$ cat config.mk
export PLATFORM = sky130hd
export DESIGN_NAME = dac_self_calibration_control
export DESIGN_NICKNAME = d
export VERILOG_FILES = /design/src/design/dac_cal_pkg.sv /design/src/design/cal_channel_engine.sv /design/src/design/dac_self_calibration_control.sv
export SDC_FILE = /design/constraint.sdc
export NUM_CORES = 1
export LEC_CHECK = 0
export ABC_AREA = 0
export BUFFER_PORTS_ARGS = -buffer_cell sky130_fd_sc_hd__buf_2
export CAP_MARGIN = 5
export CORE_ASPECT_RATIO = 2
export CORE_MARGIN = 2
export CORE_UTILIZATION = 35
export DETAILED_ROUTE_END_ITERATION = 6
export PLACE_DENSITY = 0.51
export SYNTH_ARGS = -nofsm -noshare
export SYNTH_HDL_FRONTEND = slang
export SYNTH_SLANG_ARGS = --single-unit
$ cat constraint.sdc
create_clock -name core_clk -period 4.5 [get_ports core_clk]
set_input_delay 0.675 -clock core_clk [delete_from_list [all_inputs] [get_ports core_clk]]
set_output_delay 0.675 -clock core_clk [all_outputs]
set_load 0.01 [all_outputs]
$ cat src/design/dac_cal_pkg.sv
`default_nettype none
package dac_cal_pkg;
  // ---------------------------------------------------------------
  // register map
  // ---------------------------------------------------------------
  localparam logic [11:0] CLKDIV_ADDR = 12'h0e7;
  localparam logic [11:0] PAGE_ADDR = 12'h0e8;
  localparam logic [11:0] CTRL_ADDR = 12'h0e9;
  // ---------------------------------------------------------------
  // reset values
  // ---------------------------------------------------------------
  localparam logic [7:0] CLKDIV_RESET = 8'h30; // upper nibble 0x3, clock gate off
  localparam logic [3:0] PAGE_RESET = 4'hf;
  localparam logic CTRL_BIT_RESET = 1'b0;
  // ---------------------------------------------------------------
  // field positions
  // ---------------------------------------------------------------
  localparam int CLKDIV_KEEP_LSB = 4; // upper nibble kept as written
  localparam int CLKDIV_GATE_BIT = 3;
  localparam int PAGE_CH0_BIT = 0;
  localparam int PAGE_CH1_BIT = 2;
  localparam int CTRL_DONE_BIT = 7;
  localparam int CTRL_ACTIVE_BIT = 6;
  localparam int CTRL_SATHI_BIT = 5;
  localparam int CTRL_SATLO_BIT = 4;
  localparam int CTRL_START_BIT = 1;
  localparam int CTRL_ENABLE_BIT = 0;
  // ---------------------------------------------------------------
  // timing counts
  // ---------------------------------------------------------------
  localparam int CAL_TICK_DIV = 4; // core cycles per calibration clock tick
  localparam int CAL_TICKS_PER_CYCLE = 16;
  localparam int CAL_CYCLES = 4;
  localparam int NUM_CHANNELS = 2;
  // engine states
  typedef enum logic [0:0] {
    ENG_IDLE = 1'b0,
    ENG_RUN = 1'b1
  } eng_state_t;
endpackage
`default_nettype wire

$ cat src/design/cal_channel_engine.sv
`timescale 1ns/10ps
`default_nettype none
module cal_channel_engine #(
  parameter int TICKS = dac_cal_pkg::CAL_TICKS_PER_CYCLE,
  parameter int CYCLES = dac_cal_pkg::CAL_CYCLES
) (
  // clock and reset
  input wire logic core_clk,
  input wire logic nrst,
  // control
  input wire logic calTick,
  input wire logic startPulse,
  input wire logic satHigh,
  input wire logic satLow,
  // status
  output logic active,
  output logic done,
  output logic errHigh,
  output logic errLow,
  output logic timeout
);
  localparam int TW = (TICKS > 1) ? $clog2(TICKS) : 1;
  localparam int CW = (CYCLES > 1) ? $clog2(CYCLES) : 1;
  localparam logic [TW-1:0] TICK_LAST = TW'(TICKS - 1);
  localparam logic [CW-1:0] CYCLE_LAST = CW'(CYCLES - 1);

  // refuse counts that leave the sequence empty
  if (TICKS < 1 || CYCLES < 1) begin : g_bad_count
    $error("engine needs at least one tick and one cycle");
  end

  // ---------------------------------------------------------------
  // sequencing
  // ---------------------------------------------------------------
  dac_cal_pkg::eng_state_t state_ff, nxt_state;
  logic [TW-1:0] tickCnt_ff, nxt_tickCnt;
  logic [CW-1:0] cycleCnt_ff, nxt_cycleCnt;
  logic curHi_ff, nxt_curHi, curLo_ff, nxt_curLo;
  logic nxt_active, nxt_done, nxt_errHigh, nxt_errLow, nxt_timeout;

  wire running = (state_ff == dac_cal_pkg::ENG_RUN) && calTick;
  wire cycleEnd = running && (tickCnt_ff == TICK_LAST);
  wire lastCycle = cycleEnd && (cycleCnt_ff == CYCLE_LAST);
  wire hiSeen = curHi_ff | satHigh;
  wire loSeen = curLo_ff | satLow;

  // next state; a start wins over a finish in the same cycle
  always_comb begin
    nxt_state = state_ff;
    nxt_tickCnt = tickCnt_ff;
    nxt_cycleCnt = cycleCnt_ff;
    nxt_curHi = curHi_ff;
    nxt_curLo = curLo_ff;
    nxt_active = active;
    nxt_done = done;
    nxt_errHigh = errHigh;
    nxt_errLow = errLow;
    nxt_timeout = timeout;
    if (startPulse) begin
      nxt_state = dac_cal_pkg::ENG_RUN;
      nxt_tickCnt = '0;
      nxt_cycleCnt = '0;
      nxt_curHi = 1'b0;
      nxt_curLo = 1'b0;
      nxt_active = 1'b1;
      nxt_done = 1'b0;
      nxt_errHigh = 1'b0;
      nxt_errLow = 1'b0;
      nxt_timeout = 1'b0;
    end else if (running) begin
      nxt_curHi = hiSeen;
      nxt_curLo = loSeen;
      nxt_tickCnt = tickCnt_ff + 1'b1;
      if (cycleEnd) begin
        nxt_errHigh = errHigh | hiSeen;
        nxt_errLow = errLow | loSeen;
        nxt_curHi = 1'b0;
        nxt_curLo = 1'b0;
        nxt_tickCnt = '0;
        nxt_cycleCnt = cycleCnt_ff + 1'b1;
      end
      if (lastCycle) begin
        nxt_state = dac_cal_pkg::ENG_IDLE;
        nxt_active = 1'b0;
        nxt_done = 1'b1;
        nxt_timeout = errHigh | hiSeen | errLow | loSeen;
      end
    end
  end

  // state registers
  always_ff @(posedge core_clk or negedge nrst) begin
    if (!nrst) begin
      state_ff <= dac_cal_pkg::ENG_IDLE;
      tickCnt_ff <= '0;
      cycleCnt_ff <= '0;
      curHi_ff <= 1'b0;
      curLo_ff <= 1'b0;
      active <= 1'b0;
      done <= 1'b0;
      errHigh <= 1'b0;
      errLow <= 1'b0;
      timeout <= 1'b0;
    end else begin
      state_ff <= nxt_state;
      tickCnt_ff <= nxt_tickCnt;
      cycleCnt_ff <= nxt_cycleCnt;
      curHi_ff <= nxt_curHi;
      curLo_ff <= nxt_curLo;
      active <= nxt_active;
      done <= nxt_done;
      errHigh <= nxt_errHigh;
      errLow <= nxt_errLow;
      timeout <= nxt_timeout;
    end
  end

  // ---------------------------------------------------------------
  // assertions
  // ---------------------------------------------------------------
  a_start_clears: assert property (@(posedge core_clk) disable iff (!nrst)
    startPulse |=> active && !done && !errHigh && !errLow && !timeout)
    else $error("start did not clear flags");
  a_done_ends_active: assert property (@(posedge core_clk) disable iff (!nrst)
    $rose(done) |-> $fell(active))
    else $error("finish and active not in same cycle");
  a_active_whole_run: assert property (@(posedge core_clk) disable iff (!nrst)
    (state_ff == dac_cal_pkg::ENG_RUN) |-> active && !done)
    else $error("active low during run");
  a_timeout_flag: assert property (@(posedge core_clk) disable iff (!nrst)
    $rose(done) |-> (timeout == (errHigh || errLow)))
    else $error("timeout does not match saturation at finish");
  a_sat_cycle_end: assert property (@(posedge core_clk) disable iff (!nrst)
    $rose(errHigh) |-> $past(cycleEnd) && !$past(startPulse))
    else $error("high saturation flag set outside cycle end");
  a_satlo_cycle_end: assert property (@(posedge core_clk) disable iff (!nrst)
    $rose(errLow) |-> $past(cycleEnd))
    else $error("low saturation flag set outside cycle end");
  c_clean_finish: cover property (@(posedge core_clk) disable iff (!nrst)
    $rose(done) && !timeout);
  c_timeout_finish: cover property (@(posedge core_clk) disable iff (!nrst)
    $rose(done) && timeout);
endmodule
`default_nettype wire

$ cat src/design/dac_self_calibration_control.sv
`timescale 1ns/10ps
`default_nettype none
// What this block does
// - Divider bit 3 runs the calibration clock when 1 and stops it when 0.
// - The page field bit 0 selects channel zero and bit 2 selects channel one.
// - Control writes land in every channel whose page bit is set.
// - Control bit 7 reads 1 once a sequence has completed for the paged channel.
// - A finish with any saturation flag set is reported as a timeout.
// - Control bit 6 reads 1 for the whole time a sequence runs.
// - Bit 5 is set at a cycle end when a sub-converter saturated high.
// - Bit 4 is set at a cycle end when a sub-converter saturated low.
// - A zero to one write of control bit 1 starts the paged channels.
// - Control bit 0 enables the sub-converters and coefficients only while 1.
// - Reserved page and control bits are read only and read as zero.
module dac_self_calibration_control #(
  parameter int TICK_DIV = dac_cal_pkg::CAL_TICK_DIV,
  parameter int TICKS = dac_cal_pkg::CAL_TICKS_PER_CYCLE,
  parameter int CYCLES = dac_cal_pkg::CAL_CYCLES
) (
  // clock and reset
  input wire logic core_clk,
  input wire logic nrst,
  // register port
  input wire logic regWr,
  input wire logic regRd,
  input wire logic [11:0] regAddr,
  input wire logic [7:0] regWrData,
  output logic [7:0] regRdData_ff,
  output logic regRdValid_ff,
  // saturation pins from the calibration sub-converters, per channel
  input wire logic [1:0] satHighPin,
  input wire logic [1:0] satLowPin,
  // calibration outputs
  output logic calClkRun_ff,
  output logic [1:0] dacCalEnable_ff,
  output logic [1:0] coefApply_ff,
  output logic [1:0] calActive,
  output logic [1:0] calDone,
  output logic [1:0] calTimeout
);
  localparam int NCH = dac_cal_pkg::NUM_CHANNELS;
  localparam int DW = (TICK_DIV > 1) ? $clog2(TICK_DIV) : 1;
  localparam logic [DW-1:0] DIV_LAST = DW'(TICK_DIV - 1);

  // refuse a divider that would never tick
  if (TICK_DIV < 1) begin : g_bad_div
    $error("tick divider must be at least one");
  end

  // page bit of a channel: bit 0 for channel zero, bit 2 for channel one
  function automatic logic pageHit(input logic [3:0] page, input int ch);
    pageHit = (ch == 0) ? page[dac_cal_pkg::PAGE_CH0_BIT] : page[dac_cal_pkg::PAGE_CH1_BIT];
  endfunction

  // ---------------------------------------------------------------
  // address decode
  // ---------------------------------------------------------------
  wire clkdivHit = (regAddr == dac_cal_pkg::CLKDIV_ADDR);
  wire pageAddrHit = (regAddr == dac_cal_pkg::PAGE_ADDR);
  wire ctrlHit = (regAddr == dac_cal_pkg::CTRL_ADDR);
  wire clkdivWr = regWr && clkdivHit;
  wire pageWr = regWr && pageAddrHit;
  wire ctrlWr = regWr && ctrlHit;

  // ---------------------------------------------------------------
  // divider and page registers
  // ---------------------------------------------------------------
  logic [3:0] divKeep_ff;
  logic [3:0] page_ff;

  // upper nibble stored as written; gate bit drives the tick divider
  always_ff @(posedge core_clk or negedge nrst) begin
    if (!nrst) begin
      divKeep_ff <= dac_cal_pkg::CLKDIV_RESET[7:4];
      calClkRun_ff <= dac_cal_pkg::CLKDIV_RESET[dac_cal_pkg::CLKDIV_GATE_BIT];
    end else if (clkdivWr) begin
      divKeep_ff <= regWrData[7:4];
      calClkRun_ff <= regWrData[dac_cal_pkg::CLKDIV_GATE_BIT];
    end
  end

  // channel page field
  always_ff @(posedge core_clk or negedge nrst) begin
    if (!nrst) begin
      page_ff <= dac_cal_pkg::PAGE_RESET;
    end else if (pageWr) begin
      page_ff <= regWrData[3:0];
    end
  end

  // ---------------------------------------------------------------
  // calibration clock as an enable pulse
  // ---------------------------------------------------------------
  logic [DW-1:0] divCnt_ff;
  logic calTick_ff;
  wire divWrap = (divCnt_ff == DIV_LAST);
  wire [DW-1:0] nxt_divCnt = divWrap ? '0 : divCnt_ff + 1'b1;

  // ticks only while the gate bit is set
  always_ff @(posedge core_clk or negedge nrst) begin
    if (!nrst) begin
      divCnt_ff <= '0;
      calTick_ff <= 1'b0;
    end else begin
      divCnt_ff <= calClkRun_ff ? nxt_divCnt : '0;
      calTick_ff <= calClkRun_ff && divWrap;
    end
  end

  // ---------------------------------------------------------------
  // saturation pin synchronisers
  // ---------------------------------------------------------------
  logic [3:0] satMeta_ff, satSync_ff;
  always_ff @(posedge core_clk or negedge nrst) begin
    if (!nrst) begin
      satMeta_ff <= 4'h0;
      satSync_ff <= 4'h0;
    end else begin
      satMeta_ff <= {satLowPin, satHighPin};
      satSync_ff <= satMeta_ff;
    end
  end

  // ---------------------------------------------------------------
  // per channel control bits and engines
  // ---------------------------------------------------------------
  logic [NCH-1:0] startBit_ff;
  logic [NCH-1:0] startPulse;
  logic [NCH-1:0] chHit;
  logic [NCH-1:0] errHigh, errLow;

  genvar ch;
  generate
    for (ch = 0; ch < NCH; ch++) begin : g_ch
      // write lands in every paged channel
      assign chHit[ch] = pageHit(page_ff, ch);
      wire chWr = ctrlWr && chHit[ch];
      // rising edge of the start bit
      assign startPulse[ch] = chWr && regWrData[dac_cal_pkg::CTRL_START_BIT] && !startBit_ff[ch];

      // stored enable and start bits
      always_ff @(posedge core_clk or negedge nrst) begin
        if (!nrst) begin
          startBit_ff[ch] <= dac_cal_pkg::CTRL_BIT_RESET;
          dacCalEnable_ff[ch] <= dac_cal_pkg::CTRL_BIT_RESET;
        end else if (chWr) begin
          startBit_ff[ch] <= regWrData[dac_cal_pkg::CTRL_START_BIT];
          dacCalEnable_ff[ch] <= regWrData[dac_cal_pkg::CTRL_ENABLE_BIT];
        end
      end

      always_ff @(posedge core_clk or negedge nrst) begin
        if (!nrst) begin
          coefApply_ff[ch] <= 1'b0;
        end else begin
          coefApply_ff[ch] <= dacCalEnable_ff[ch] && calDone[ch] && !calTimeout[ch];
        end
      end

      cal_channel_engine #(
        .TICKS(TICKS),
        .CYCLES(CYCLES)
      ) u_engine (
        .core_clk(core_clk),
        .nrst(nrst),
        .calTick(calTick_ff),
        .startPulse(startPulse[ch]),
        .satHigh(satSync_ff[ch]),
        .satLow(satSync_ff[NCH + ch]),
        .active(calActive[ch]),
        .done(calDone[ch]),
        .errHigh(errHigh[ch]),
        .errLow(errLow[ch]),
        .timeout(calTimeout[ch])
      );
    end
  endgenerate

  // ---------------------------------------------------------------
  // readback
  // ---------------------------------------------------------------
  // channel zero when its page bit is set, else channel one when paged
  wire rdCh = !chHit[0];
  wire rdAny = chHit[0] || chHit[1];
  // status byte with reserved bits zero
  wire [7:0] ctrlByte = rdAny ? {calDone[rdCh], calActive[rdCh], errHigh[rdCh], errLow[rdCh],
                                 2'b00, startBit_ff[rdCh], dacCalEnable_ff[rdCh]} : 8'h00;
  wire [7:0] divByte = {divKeep_ff, calClkRun_ff, 3'b000};
  wire [7:0] pageByte = {4'h0, page_ff};
  wire [7:0] rdMux = clkdivHit ? divByte :
                     pageAddrHit ? pageByte :
                     ctrlHit ? ctrlByte : 8'h00;

  // read data is registered one cycle after the strobe
  always_ff @(posedge core_clk or negedge nrst) begin
    if (!nrst) begin
      regRdData_ff <= 8'h00;
      regRdValid_ff <= 1'b0;
    end else begin
      regRdValid_ff <= regRd;
      if (regRd) begin
        regRdData_ff <= rdMux;
      end
    end
  end

  // ---------------------------------------------------------------
  // assertions
  // ---------------------------------------------------------------
  a_clk_gate_off: assert property (@(posedge core_clk) disable iff (!nrst)
    !calClkRun_ff |=> !calTick_ff)
    else $error("calibration tick while clock gated off");
  a_start_paged: assert property (@(posedge core_clk) disable iff (!nrst)
    (ctrlWr && regWrData[1] && page_ff[2] && !startBit_ff[1]) |=> calActive[1])
    else $error("paged channel one did not start");
  a_start_unpaged: assert property (@(posedge core_clk) disable iff (!nrst)
    (ctrlWr && !page_ff[0] && !calActive[0]) |=> !calActive[0])
    else $error("unpaged channel zero started");
  a_reserved_zero: assert property (@(posedge core_clk) disable iff (!nrst)
    (regRd && pageAddrHit) |=> regRdData_ff[7:4] == 4'h0)
    else $error("reserved page bits not zero");
  a_ctrl_resv: assert property (@(posedge core_clk) disable iff (!nrst)
    (regRd && ctrlHit) |=> regRdData_ff[3:2] == 2'b00 && regRdValid_ff)
    else $error("reserved control bits not zero");
  a_enable_write: assert property (@(posedge core_clk) disable iff (!nrst)
    (ctrlWr && page_ff[0]) |=> dacCalEnable_ff[0] == $past(regWrData[0]))
    else $error("enable bit not stored for paged channel");
  a_apply_needs_en: assert property (@(posedge core_clk) disable iff (!nrst)
    coefApply_ff[0] |-> $past(dacCalEnable_ff[0]))
    else $error("coefficients applied with enable low");
  c_both_running: cover property (@(posedge core_clk) disable iff (!nrst)
    calActive[0] && calActive[1]);
  c_ch1_done: cover property (@(posedge core_clk) disable iff (!nrst)
    $rose(calDone[1]));
  c_read_status: cover property (@(posedge core_clk) disable iff (!nrst)
    regRd && ctrlHit && calDone[0]);
endmodule
`default_nettype wire

# After elaboration in Yosys (flattened, before gate mapping)
# Cells that the tools add are included.
[classes]
n_lt_le_gt_ge = 1
bitwise_logic = 12
n_addsub = 5
reduce_logical = 36
n_mux = 72
n_eq_ne = 8
[op_table]
columns = ["cell", "count"]
rows = [
  ["2-to-1 mux 1 bit", 54],
  ["equality test 12 x 8 -> 1 bit, second input constant", 3],
  ["2-to-1 mux 8 bit", 4],
  ["2-to-1 mux 4 bit", 6],
  ["logical AND 1 bit", 20],
  ["2-to-1 mux 2 bit", 8],
  ["OR 1 bit", 12],
  ["nonzero test 2 bit", 6],
  ["adder 4 x 1 -> 4 bit, second input constant", 2],
  ["equality test 4 bit, second input constant", 2],
  ["AND reduction 2 bit", 4],
  ["adder 2 x 1 -> 2 bit, second input constant", 3],
  ["equality test 2 bit, second input constant", 3],
  ["zero test 1 bit", 5],
  ["less-than comparator 1 x 2 -> 1 bit, second input constant", 1],
  ["logical OR 1 bit", 1],
]
[word_totals]
elab_cells = 167
inputBits = 28
reg_bits = 61
out_inout_bits = 20

# Depth between registers and ports, before layout
# Gate-level depths: netlist of run 1.
[depth]
ltp_word = 7
mapped_depth = 6
depth_no_buf = 5

# Modules after synthesis
# A second synthesis of run 1 with hierarchy kept.
[hier_totals]
cells_unflattened = 237
area_unflattened_um2 = 2727.6
[modules_own_cells]
columns = ["module", "area_each_um2", "n_inst", "seq_area_each_um2", "cells_per_inst"]
rows = [
  ["dac_self_calibration_control", 1483.9, 1, 883.3, 113],
  ["cal_channel_engine", 621.8, 2, 325.3, 62],
]

# Worst setup path before layout of run 1
# OpenSTA, ideal clock, no wires.
[synth_path]
path_type = "input port to flip-flop"
from = "input regAddr[11]"
to = "register calClkRun_ff"
path_buffers = 0
t_required_ns = 4.375
setup_ns = 0.125
setup_slack_ns = 2.489
arrival_ns = 1.886
cell_stages = 4
cell_sequence = "or4_4 nor2_8 nand3_4 mux2_4"
[synth_via]
elab_chain_cells = 2
[synth_lines]
columns = ["element", "line_no", "rtl"]
rows = [
  ["from (decl)", "dac_self_calibration_control.sv:26", "input wire logic [11:0] regAddr,"],
  ["equality test 12 x 8 -> 1 bit", "dac_self_calibration_control.sv:58", "wire clkdivHit = (regAddr == dac_cal_pkg::CLKDIV_ADDR);"],
  ["logical AND 1 bit", "dac_self_calibration_control.sv:61", "wire clkdivWr = regWr && clkdivHit;"],
  ["to (signal assigned)", "dac_self_calibration_control.sv:75", "calClkRun_ff <= dac_cal_pkg::CLKDIV_RESET[dac_cal_pkg::CLKDIV_GATE_BIT];"],
  ["to (signal assigned)", "dac_self_calibration_control.sv:78", "calClkRun_ff <= regWrData[dac_cal_pkg::CLKDIV_GATE_BIT];"],
  ["to (decl)", "dac_self_calibration_control.sv:34", "output logic calClkRun_ff,"],
]
# No other way between the ends.
# A chain may end at the register's enable or synchronous reset.

# Worst setup path in the final report of run 1
[layout_path]
from = "input regAddr[11]"
to = "register g_ch[1].u_engine.tickCnt_ff[3]"
[layout_via]
elab_chain_cells = 6
elab_cells_between_ends = 7
classes_between = "1 x eq/ne; 1 x mux; 5 x reduce/logical"
[layout_lines]
columns = ["element", "line_no", "rtl"]
rows = [
  ["equality test 12 x 8 -> 1 bit *", "dac_self_calibration_control.sv:60", "wire ctrlHit = (regAddr == dac_cal_pkg::CTRL_ADDR);"],
  ["logical AND 1 bit *", "dac_self_calibration_control.sv:63", "wire ctrlWr = regWr && ctrlHit;"],
  ["logical AND 1 bit *", "dac_self_calibration_control.sv:137", "wire chWr = ctrlWr && chHit[ch];"],
  ["logical AND 1 bit * (2 in a row)", "dac_self_calibration_control.sv:139", "assign startPulse[ch] = chWr && regWrData[dac_cal_pkg::CTRL_START_BIT] && !startBit_ff[ch];"],
  ["2-to-1 mux 4 bit / nonzero test 2 bit (equally long branches)", "n/a", ""],
  ["to (signal assigned)", "cal_channel_engine.sv:106", "tickCnt_ff <= nxt_tickCnt;"],
  ["to (decl)", "cal_channel_engine.sv:36", "logic [TW-1:0] tickCnt_ff, nxt_tickCnt;"],
]
# Every way passes the cells marked *; elsewhere a longest branch is shown, timed or not.

==> results of run 1 <==
## path summary, 6_finish.rpt
check | start | to | slack (ns)
max | regAddr[11] | g_ch[1].u_engine.tickCnt_ff[3] | 2.41
min | nrst | calClkRun_ff | 0.30
max reg2reg | page_ff[0] | g_ch[0].u_engine.timeout | 2.70
min reg2reg | satMeta_ff[1] | satSync_ff[1] | 0.34
max in group asynchronous | nrst | page_ff[2] | 3.29
min in group core_clk | satMeta_ff[1] | satSync_ff[1] | 0.34
## report_power, final
group / switching, mW / total (mW) / internal, mW / leakage (nW)
logic: 0.0243 / 0.0370 / 0.0127 / 0.701
registers: 0.00226 / 0.557 / 0.554 / 0.684
clock network: 0.231 / 0.598 / 0.368 / 0.129
## synthesized netlist by cell type (7+ instances only)
master	count	share of area (%)
nor2_1	12	1.6
mux2i_1	7	2.5
nand2_1	16	2.2
dfrtp_1	55	50
mux2_4	9	4.9
a21oi_1	16	2.9
nor3_1	9	1.6
## registers in the layout, indices dropped and copies added, names as in the netlist, 4 cells and up
signal / count
regRdData_ff: 8
satMeta_ff: 4
divKeep_ff: 4
satSync_ff: 4
page_ff: 4
g_ch.u_engine.tickCnt_ff: 8
g_ch.u_engine.cycleCnt_ff: 4
## critical path, stage by stage
cell	delay, ns
buf_2	0.10
or4_4	0.64
nor3_2	0.71
nor3_1	0.13
## cell families (layout without fill, tap and decap cells)
group,after synthesis,after routing
compound gates,45,45
xor+xnor,4,4
fa+ha+maj,5,5
buf+inv,21,71
flops,61,61
mux,20,20
simple gates,76,76
## layer usage
| metal | track usage [%] | vias to the layer above |
|---|---|---|
| met5 | 0 | - |
| met4 | 7.92 | 0 |
| met3 | 3.73 | 9 |
| met2 | 27.0 | 34 |
| met1 | 15.4 | 937 |
| li1 | - | 929 |
## final cells by class
type / count / area share, %
clock buffer: 11 / 7.06
tap: 94 / 3.57
clock inverter: 5 / 0.835
multi-input combinational: 150 / 33.9
timing repair buffer: 48 / 7.36
inverter: 7 / 0.797
sequential: 61 / 46.5
==> out/qor.csv, run 1 <==
stage;metric;value;unit
outcome;status;completed;
pwr;power.leakage;1.51;nW
worst_setup_path;criticalPathCategory;input port to flop;
yosys;synthAdderAreaFrac;2.27;%
sta;hold_slack;0.302;ns
final_layout;fill_cells;751;
sta;fmax;0.477;GHz
floorplanning;rows;45;
drt;drc;0;
cts;cts-root-buf;clkbuf_16;
global_routing;grt_pass1_vias;1930;
cts;cts_resized;0;
global_routing;grt_max_degree;42;
floorplanning;start_util;36.3;%
placement;place_ws;2.02;ns
cts;cts_sinks;61;
drt;wl_met3;210;um
drt;drt_iter0_drc;92;
yosys;synth_top_family_by_area;simple AND/OR/NAND/NOR gates;
floorplanning;io_pins;48;
final_layout;stdcell_area;3300;um^2
cts;post-cts-setup-buffers;0;
floorplanning;die_w;66.8;um
sta;layout_setup_ws;2.41;ns
yosys;synthSimpleGateAreaFrac;17.6;%
sta;hold_viol;0;
yosys;synth_warnings;0;
pwr;power.density;362;nW/um^2
drt;drt_wl_total;5820;um
placement;dpl.hpwl;4260;um
worst_setup_path;cp-start-kind;input port;
yosys;synthCells;232;
sta;tightest_slew;0.801;ns
final_layout;layout_commonest_cell;dfrtp_1;
yosys;syn_area_per_cell;11.9;um^2
yosys;synth_fp_nets;265;
worst_setup_path;reg2regPathDepth;3;
pwr;p_total;1.19;mW
yosys;netlist-cell-type-count;49;
pwr;ir_worst_vdd;0.201;mV
run;maxCapViolCount;0;
cts;clk_pin_slew;0.05;ns
final_layout;final_util;43.4;%
global_routing;antenna_found_initial;0;
worst_setup_path;endpoint_kind;flop;
cts;cts_hold_buf;0;
cts;htreeDepth;3;
yosys;syn-cell-area;2760;um^2
final_layout;multi_input_area;1120;um^2
yosys;seq_area_frac_synth;55.7;%
yosys;synth_edf_count;0;
final_layout;final_layout_size_suffix_gt1_share;32.3;%
placement;dpl.cell_count;360;
worst_setup_path;arrival;2.27;ns
floorplanning;die_height;130;um
placement;io_buffer_count;47;
yosys;synth_xor_area_share;1.27;%
yosys;ys_ff_latch;61;
placement;gp_congestion;0.737;
hold_path;worst_hold_path_type;input port to asynchronous set/reset pin;
placement;placed_cell_area;3040;um^2
cts;cts_buffers;9;
drt;highest_layer;met4;
sta;finalSetupTns;0;ns
drt;wire_per_inst;15.5;um
drt;dr_wl_met2;3260;um
worst_setup_path;crit_path_max_fanout;13;
sta;slew_headroom;46.3;%
cts;cts_buffer_depth;2;
global_routing;grt-ovfl-total;0;
global_routing;grt_pass1_wl;9450;um
sta;drv_slew;0;
yosys;synthMuxAreaShare;9.08;%
sta;fin_crit_sh;46.5;%
final_layout;final_cell_mix;55 x dfrtp_1, 47 x buf_2, 16 x nand2_1, 16 x a21oi_1, 12 x nor2_1;
cts;cts_tree;yes;
floorplanning;core_area;7600;um^2
yosys;synth_top_flop_cell;dfrtp_1;
sta;finalCriticalPeriod;2.09;ns
yosys;async_flop_share;100;%
drt;first_pass_iters;4;
final_layout;nNetsFinal;310;
drt;num_vias;1909;
sta;finalSetupViolations;0;
cts;clock_latency;0.32;ns
sta;rsz0062_at_grt;false;
drt;avgViaCountPerCell;5.08;
worst_setup_path;crit_required;4.67;ns
final_layout;instances_no_fill;376;
final_layout;antennaDiodeCount;0;
final_layout;ff_latch_area;1530;um^2
floorplanning;fp.dieArea;8640;um^2
drt;wirelength_met1;2230;um
global_routing;grtUsageTotal;15.0;%
sta;skew;0.00533;ns
drt;ant_nets;0;
yosys;synth_compound_area_share;10.3;%
final_layout;areaGrowthSynthToFinish;19.6;%
No activity file was read; power rests on OpenSTA's default activity.
==> run 2: changes to the inputs <==
==> constraint.sdc (replaced) <==
create_clock -name core_clk -period 1.98 [get_ports core_clk]
set_input_delay 0.297 -clock core_clk [delete_from_list [all_inputs] [get_ports core_clk]]
set_output_delay 0.297 -clock core_clk [all_outputs]
set_load 0.01 [all_outputs]
==> out/qor.csv, run 2 (synthesized netlist as in run 1, its figures left out) <==
stage;metric;value;unit
sta;finalSetupViolations;0;
worst_setup_path;slowest_stage;or4_4;
final_layout;final_cell_mix;55 x dfrtp_1, 47 x buf_2, 16 x nand2_1, 16 x a21oi_1, 12 x nor2_1;
drt;drc;0;
drt;avgViaCountPerCell;5.09;
final_layout;nNetsFinal;319;
drt;wl_met3;172;um
floorplanning;rows;45;
floorplanning;io_pins;48;
placement;placed_cell_area;3110;um^2
placement;gp_congestion;0.727;
placement;dpl.hpwl;4430;um
floorplanning;start_util;36.3;%
floorplanning;fp.dieArea;8640;um^2
global_routing;grt_max_degree;62;
cts;clock_latency;0.33;ns
global_routing;antenna_found_initial;0;
worst_setup_path;reg2regPathDepth;4;
drt;dr_wl_met2;3460;um
pwr;power.leakage;1.61;nW
drt;wire_per_inst;15.8;um
pwr;power.density;925;nW/um^2
cts;post-cts-setup-buffers;0;
cts;cts_sinks;61;
cts;cts_buffers;9;
worst_setup_path;reg2reg_from;g_ch[1].u_engine.tickCnt_ff[0];
final_layout;final_layout_size_suffix_gt1_share;34.4;%
worst_setup_path;crit_path_max_fanout;5;
cts;cts-root-buf;clkbuf_16;
sta;finalSetupTns;0;ns
drt;wirelength_met1;2260;um
global_routing;grt_pass1_wl;9680;um
global_routing;grt-ovfl-total;0;
final_layout;layout_commonest_cell;dfrtp_1;
final_layout;areaGrowthSynthToFinish;26.2;%
worst_setup_path;cp_cell_sequence;buf_2 -> or4_4 -> nor3_4 -> o2111ai_2 -> o21ai_1;
pwr;ir_worst_vdd;0.570;mV
worst_setup_path;r2r_setup_slack;0.56;ns
worst_setup_path;arrival;1.72;ns
drt;num_vias;1960;
final_layout;final_util;45.8;%
sta;rsz0062_at_grt;false;
hold_path;hold-path-cell-count;1;
sta;finalCriticalPeriod;1.47;ns
drt;ant_nets;0;
run;maxCapViolCount;0;
worst_setup_path;cp-start-kind;input port;
final_layout;stdcell_area;3480;um^2
floorplanning;core_area;7600;um^2
final_layout;fill_cells;743;
global_routing;grt_pass1_vias;1935;
sta;hold_viol;0;
final_layout;reg_top3;g_ch.u_engine.tickCnt_ff (8), regRdData_ff (8);
sta;drv_slew;0;
drt;highest_layer;met4;
hold_path;worst_hold_path_type;input port to flop;
placement;io_buffer_count;47;
cts;htreeDepth;3;
sta;fin_crit_sh;74.1;%
sta;tightest_slew;0.442;ns
drt;first_pass_iters;4;
worst_setup_path;crit_required;2.23;ns
global_routing;grtUsageTotal;15.6;%
outcome;status;completed;
hold_path;min_from;satHighPin[1];
worst_setup_path;criticalPathCategory;input port to flop;
cts;cts_buffer_depth;2;
sta;slew_headroom;70.4;%
cts;clk_pin_slew;0.05;ns
worst_setup_path;r2r_end;g_ch[1].u_engine.errHigh;
worst_setup_path;crit_end;regRdData_ff[7];
worst_setup_path;endpoint_kind;flop;
drt;drt_wl_total;6070;um
sta;skew;0.00628;ns
sta;fmax;0.682;GHz
worst_setup_path;crit_start;regAddr[11];
floorplanning;die_w;66.8;um
worst_setup_path;max_stage_delay;0.63;ns
drt;drt_iter0_drc;95;
floorplanning;die_height;130;um
final_layout;antennaDiodeCount;0;
cts;cts_tree;yes;
sta;hold_slack;0.0756;ns
run 2: changes by cell type in the layout (fill, tap and decap cells not counted), sizes merged:
cell,before,now
bufinv,0,3
dlygate4sd3,0,1
buf,48,56
clkinv,5,1
clkinvlp,1,0
clkbuf,11,13
run 2: how the worst min path moves through the flow:
stage	to	slack, ns
global placement	calClkRun_ff	0.33
floorplan	calClkRun_ff	0.001
detailed placement	divKeep_ff[2]	0.33
finish	satMeta_ff[1]	0.08
global route	satMeta_ff[3]	0.07
CTS	satMeta_ff[1]	0.06
run 2: through the flow:
| step | std cells | total power, mW | worst slack [ns] |
|---|---|---|---|
| final | 385 | 3.22 | 0.513 |
| after global routing | 385 | 3.33 | 0.395 |
| after CTS | 385 | 3.27 | 0.498 |
| after detailed placement | 368 | 1.38 | 0.151 |
| after global placement | 368 | 1.38 | 0.181 |
| after floorplan | 232 | 1.31 | 0.347 |
run 2: report_power, final:
part	internal, mW	switching (mW)	total, mW
combinational	0.0351	0.0575	0.0926
clock	1.33	0.530	1.86
sequential	1.26	0.00498	1.26
run 2: worst max-delay path, delay by kind of cell:
kind	cells	cell delay (ns)
AOI/OAI and AO/OA	2	0.40
buffers and inverters	1	0.10
and+or+nand+nor	2	0.91
run 2: cell type report:
class	count	area, um^2	area share, %
Tap cell	94	118	3.38
Sequential cell	61	1530	44.1
Clock inverter	3	90.1	2.59
Inverter	7	26.3	0.755
Multi-Input combinational cell	150	1120	32.1
Clock buffer	13	270	7.77
Timing Repair Buffer	57	325	9.35
run 2: layer usage:
layer,vias to the layer above,global-route usage [%]
li1,944,-
met1,965,15.6
met2,40,28.8
met3,11,2.34
met4,0,10.1
met5,-,0
run 2: repair_timing:
action                     CTS  global route
hold endpoints to repair    49             0
hold buffers                 1             0
setup endpoints to repair    0             0
resized for setup            0             0
==> run 3: changes to the inputs <==
--- a/config.mk
+++ b/config.mk
@@ -5,14 +5,14 @@
 export SDC_FILE = /design/constraint.sdc
 export NUM_CORES = 1
 export LEC_CHECK = 0
-export ABC_AREA = 0
+export ABC_AREA = 1
 export BUFFER_PORTS_ARGS = -buffer_cell sky130_fd_sc_hd__buf_2
 export CAP_MARGIN = 5
 export CORE_ASPECT_RATIO = 2
 export CORE_MARGIN = 2
 export CORE_UTILIZATION = 35
 export DETAILED_ROUTE_END_ITERATION = 6
-export PLACE_DENSITY = 0.51
+export PLACE_DENSITY = 0.53
 export SYNTH_ARGS = -nofsm -noshare
 export SYNTH_HDL_FRONTEND = slang
 export SYNTH_SLANG_ARGS = --single-unit
==> constraint.sdc (replaced) <==
create_clock -name core_clk -period 1.25 [get_ports core_clk]
set_input_delay 0.1875 -clock core_clk [delete_from_list [all_inputs] [get_ports core_clk]]
set_output_delay 0.1875 -clock core_clk [all_outputs]
set_load 0.01 [all_outputs]
==> out/qor.csv, run 3 <==
stage;metric;value;unit
yosys;synth_edf_count;0;
floorplanning;fp.dieArea;9050;um^2
cts;clk_pin_slew;0.06;ns
yosys;syn-cell-area;2890;um^2
yosys;syn_area_per_cell;9.10;um^2
final_layout;final_layout_size_suffix_gt1_share;39.4;%
yosys;async_flop_share;100;%
placement;io_buffer_count;47;
yosys;ys_ff_latch;61;
pwr;internal-power;4.04;mW
drt;drt_iter0_drc;98;
yosys;seq_area_frac_synth;53.0;%
yosys;netlist-cell-type-count;30;
global_routing;grt-ovfl-total;0;
worst_setup_path;crit_start;page_ff[0];
floorplanning;rows;47;
worst_setup_path;arrival;1.51;ns
placement;placed_cell_area;3440;um^2
global_routing;grt_max_degree;38;
sta;tightest_slew;0.313;ns
floorplanning;die_height;133;um
yosys;synth_warnings;0;
yosys;yosysTopAreaCellShare;47.6;%
drt;ant_nets;0;
worst_setup_path;reg2reg_from;page_ff[0];
pwr;swShare;19.9;%
drt;wire_per_inst;14.0;um
drt;avgViaCountPerCell;4.83;
cts;cts-root-buf;clkbuf_16;
final_layout;ff_latch_area;1540;um^2
placement;dpl.hpwl;5020;um
final_layout;final_util;50.3;%
floorplanning;io_pins;48;
floorplanning;core_area;8170;um^2
sta;fin_crit_sh;103;%
global_routing;grt_pass1_wl;11500;um
pwr;power_frac_seq;39.9;%
worst_setup_path;crit_path_max_fanout;8;
pwr;power.density;1230;nW/um^2
cts;cts_tree;yes;
final_layout;reg_top3;g_ch.u_engine.tickCnt_ff (8), regRdData_ff (8);
final_layout;stdcell_area;4120;um^2
final_layout;nNetsFinal;444;
yosys;synth.largest_area_cell;dfrtp_1;
yosys;synth_fp_nets;351;
drt;first_pass_iters;4;
yosys;synthTopCellsByCount;73 x nand2_1, 55 x dfrtp_1, 37 x nor2_1;
pwr;clkPwrFrac;55.7;%
yosys;synth_top_flop_cell;dfrtp_1;
run;maxCapViolCount;0;
cts;cts_buffers;9;
cts;clock_latency;0.32;ns
yosys;synthTopCellsByArea;dfrtp_1 48%, nand2_1 9.5%, nand3_1 5.7%;
global_routing;grtUsageTotal;17.0;%
floorplanning;die_w;68.3;um
placement;place_ws;-0.200;ns
worst_setup_path;cp-start-kind;flop;
cts;cts_buffer_depth;2;
sta;hold_slack;0.0786;ns
cts;htreeDepth;3;
final_layout;multi_input_area;1340;um^2
pwr;ir_worst_vdd;1.14;mV
worst_setup_path;crit_required;1.46;ns
outcome;status;complete, but fails checks;
sta;hold_viol;0;
sta;slew_headroom;79.1;%
yosys;yosysMostFrequentCell;nand2_1;
final_layout;antennaDiodeCount;0;
sta;layout_setup_ws;-0.0434;ns
worst_setup_path;endpoint_kind;flop;
drt;drc;0;
drt;drt_wl_total;7190;um
sta;skew;0.00855;ns
drt;num_vias;2481;
hold_path;min_from;regWrData[5];
final_layout;areaGrowthSynthToFinish;42.3;%
pwr;power_frac_comb;4.4;%
sta;fmax;0.773;GHz
yosys;synthCells;318;
pwr;power.leakage;1.97;nW
cts;cts_sinks;61;
outcome;violations;negative setup slack;
final_layout;layout_commonest_cell;nand2_1;
sta;finalSetupViolations;19;
pwr;p_sw;1.01;mW
global_routing;grt_pass1_vias;2509;
worst_setup_path;criticalPathCategory;flop to flop;
global_routing;antenna_found_initial;0;
placement;gp_congestion;0.787;
sta;rsz0062_at_grt;true;
final_layout;fill_cells;791;
pwr;p_total;5.04;mW
sta;drv_slew;0;
floorplanning;start_util;35.4;%
sta;finalCriticalPeriod;1.29;ns
hold_path;worst_hold_path_type;input port to flop;
final_layout;final_cell_mix;65 x nand2_1, 54 x dfrtp_1, 47 x buf_2;
run 3: cells by family (layout without fill, tap and decap cells):
family	Yosys count	after routing	share of synthesized area [%]
XOR/XNOR	6	6	1.82
AO/OA/AOI/OAI	34	34	6.40
flip-flops	61	61	53.0
buffers and inverters	45	141	7.35
adder cells (fa/ha/maj)	5	5	2.16
AND/OR/NAND/NOR	167	169	29.2
run 3: per-layer routing:
layer | share of wire [%] | vias up | global-route usage, %
met2 | 58 | 38 | 30.6
met4 | 1.8 | 0 | 6.33
met1 | 38 | 1217 | 18.4
li1 | - | 1217 | -
met5 | 0 | - | 0
met3 | 2.5 | 9 | 3.91
run 3: path summary, 6_finish.rpt:
check	slack (ns)	depth (start not counted)	to
max	-0.04	8	regRdData_ff[0]
min	0.08	3	divKeep_ff[1]
max reg2reg	-0.04	8	regRdData_ff[0]
min reg2reg	0.35	0	satSync_ff[0]
max in group asynchronous	0.39	3	page_ff[3]
min in group asynchronous	0.30	2	coefApply_ff[1]
run 3: critical path: stages, from the launching register on:
cell and delay, ns:
dfstp_2 0.62, buf_12 0.17, inv_4 0.04, nand2_2 0.04
nand2_1 0.05, o21ai_1 0.08, o21ai_1 0.08, nand2_1 0.06
nand2_1 0.05
run 3: power by group through the flow:
| stage | clock [mW] | combinational [mW] | sequential [mW] |
|---|---|---|---|
| floorplan | 0 | 0.0625 | 2.05 |
| global placement | 0 | 0.198 | 2.05 |
| detailed placement | 0 | 0.201 | 2.05 |
| CTS | 2.86 | 0.220 | 2.01 |
| global route | 2.94 | 0.248 | 2.02 |
| finish | 2.81 | 0.221 | 2.01 |
run 3: through the flow:
step / cells / setup TNS [ns]
finish: 514 / -0.442
global route: 514 / -2.23
CTS: 509 / -0.295
detailed placement: 484 / -4.35
global placement: 484 / -3.56
floorplan: 318 / -0.00441
run 3: repair_timing:
item / in CTS / in global routing
hold buffers: 5 / 0
gates resized for setup: 28 / 23
endpoints found under the hold margin: 13 / 0
setup endpoints to repair: 18 / 32
cloned: 2 / 1
pin swaps: 12 / 7
buffers inserted: 2 / 4
run 3: layout make-up:
class | instances | area share (%)
sequential | 61 | 37.3
timing repair buffer | 92 | 15.8
multi-input combinational | 214 | 32.6
clock buffer | 10 | 5.56
tap | 98 | 2.98
inverter | 33 | 3.07
clock inverter | 6 | 2.71
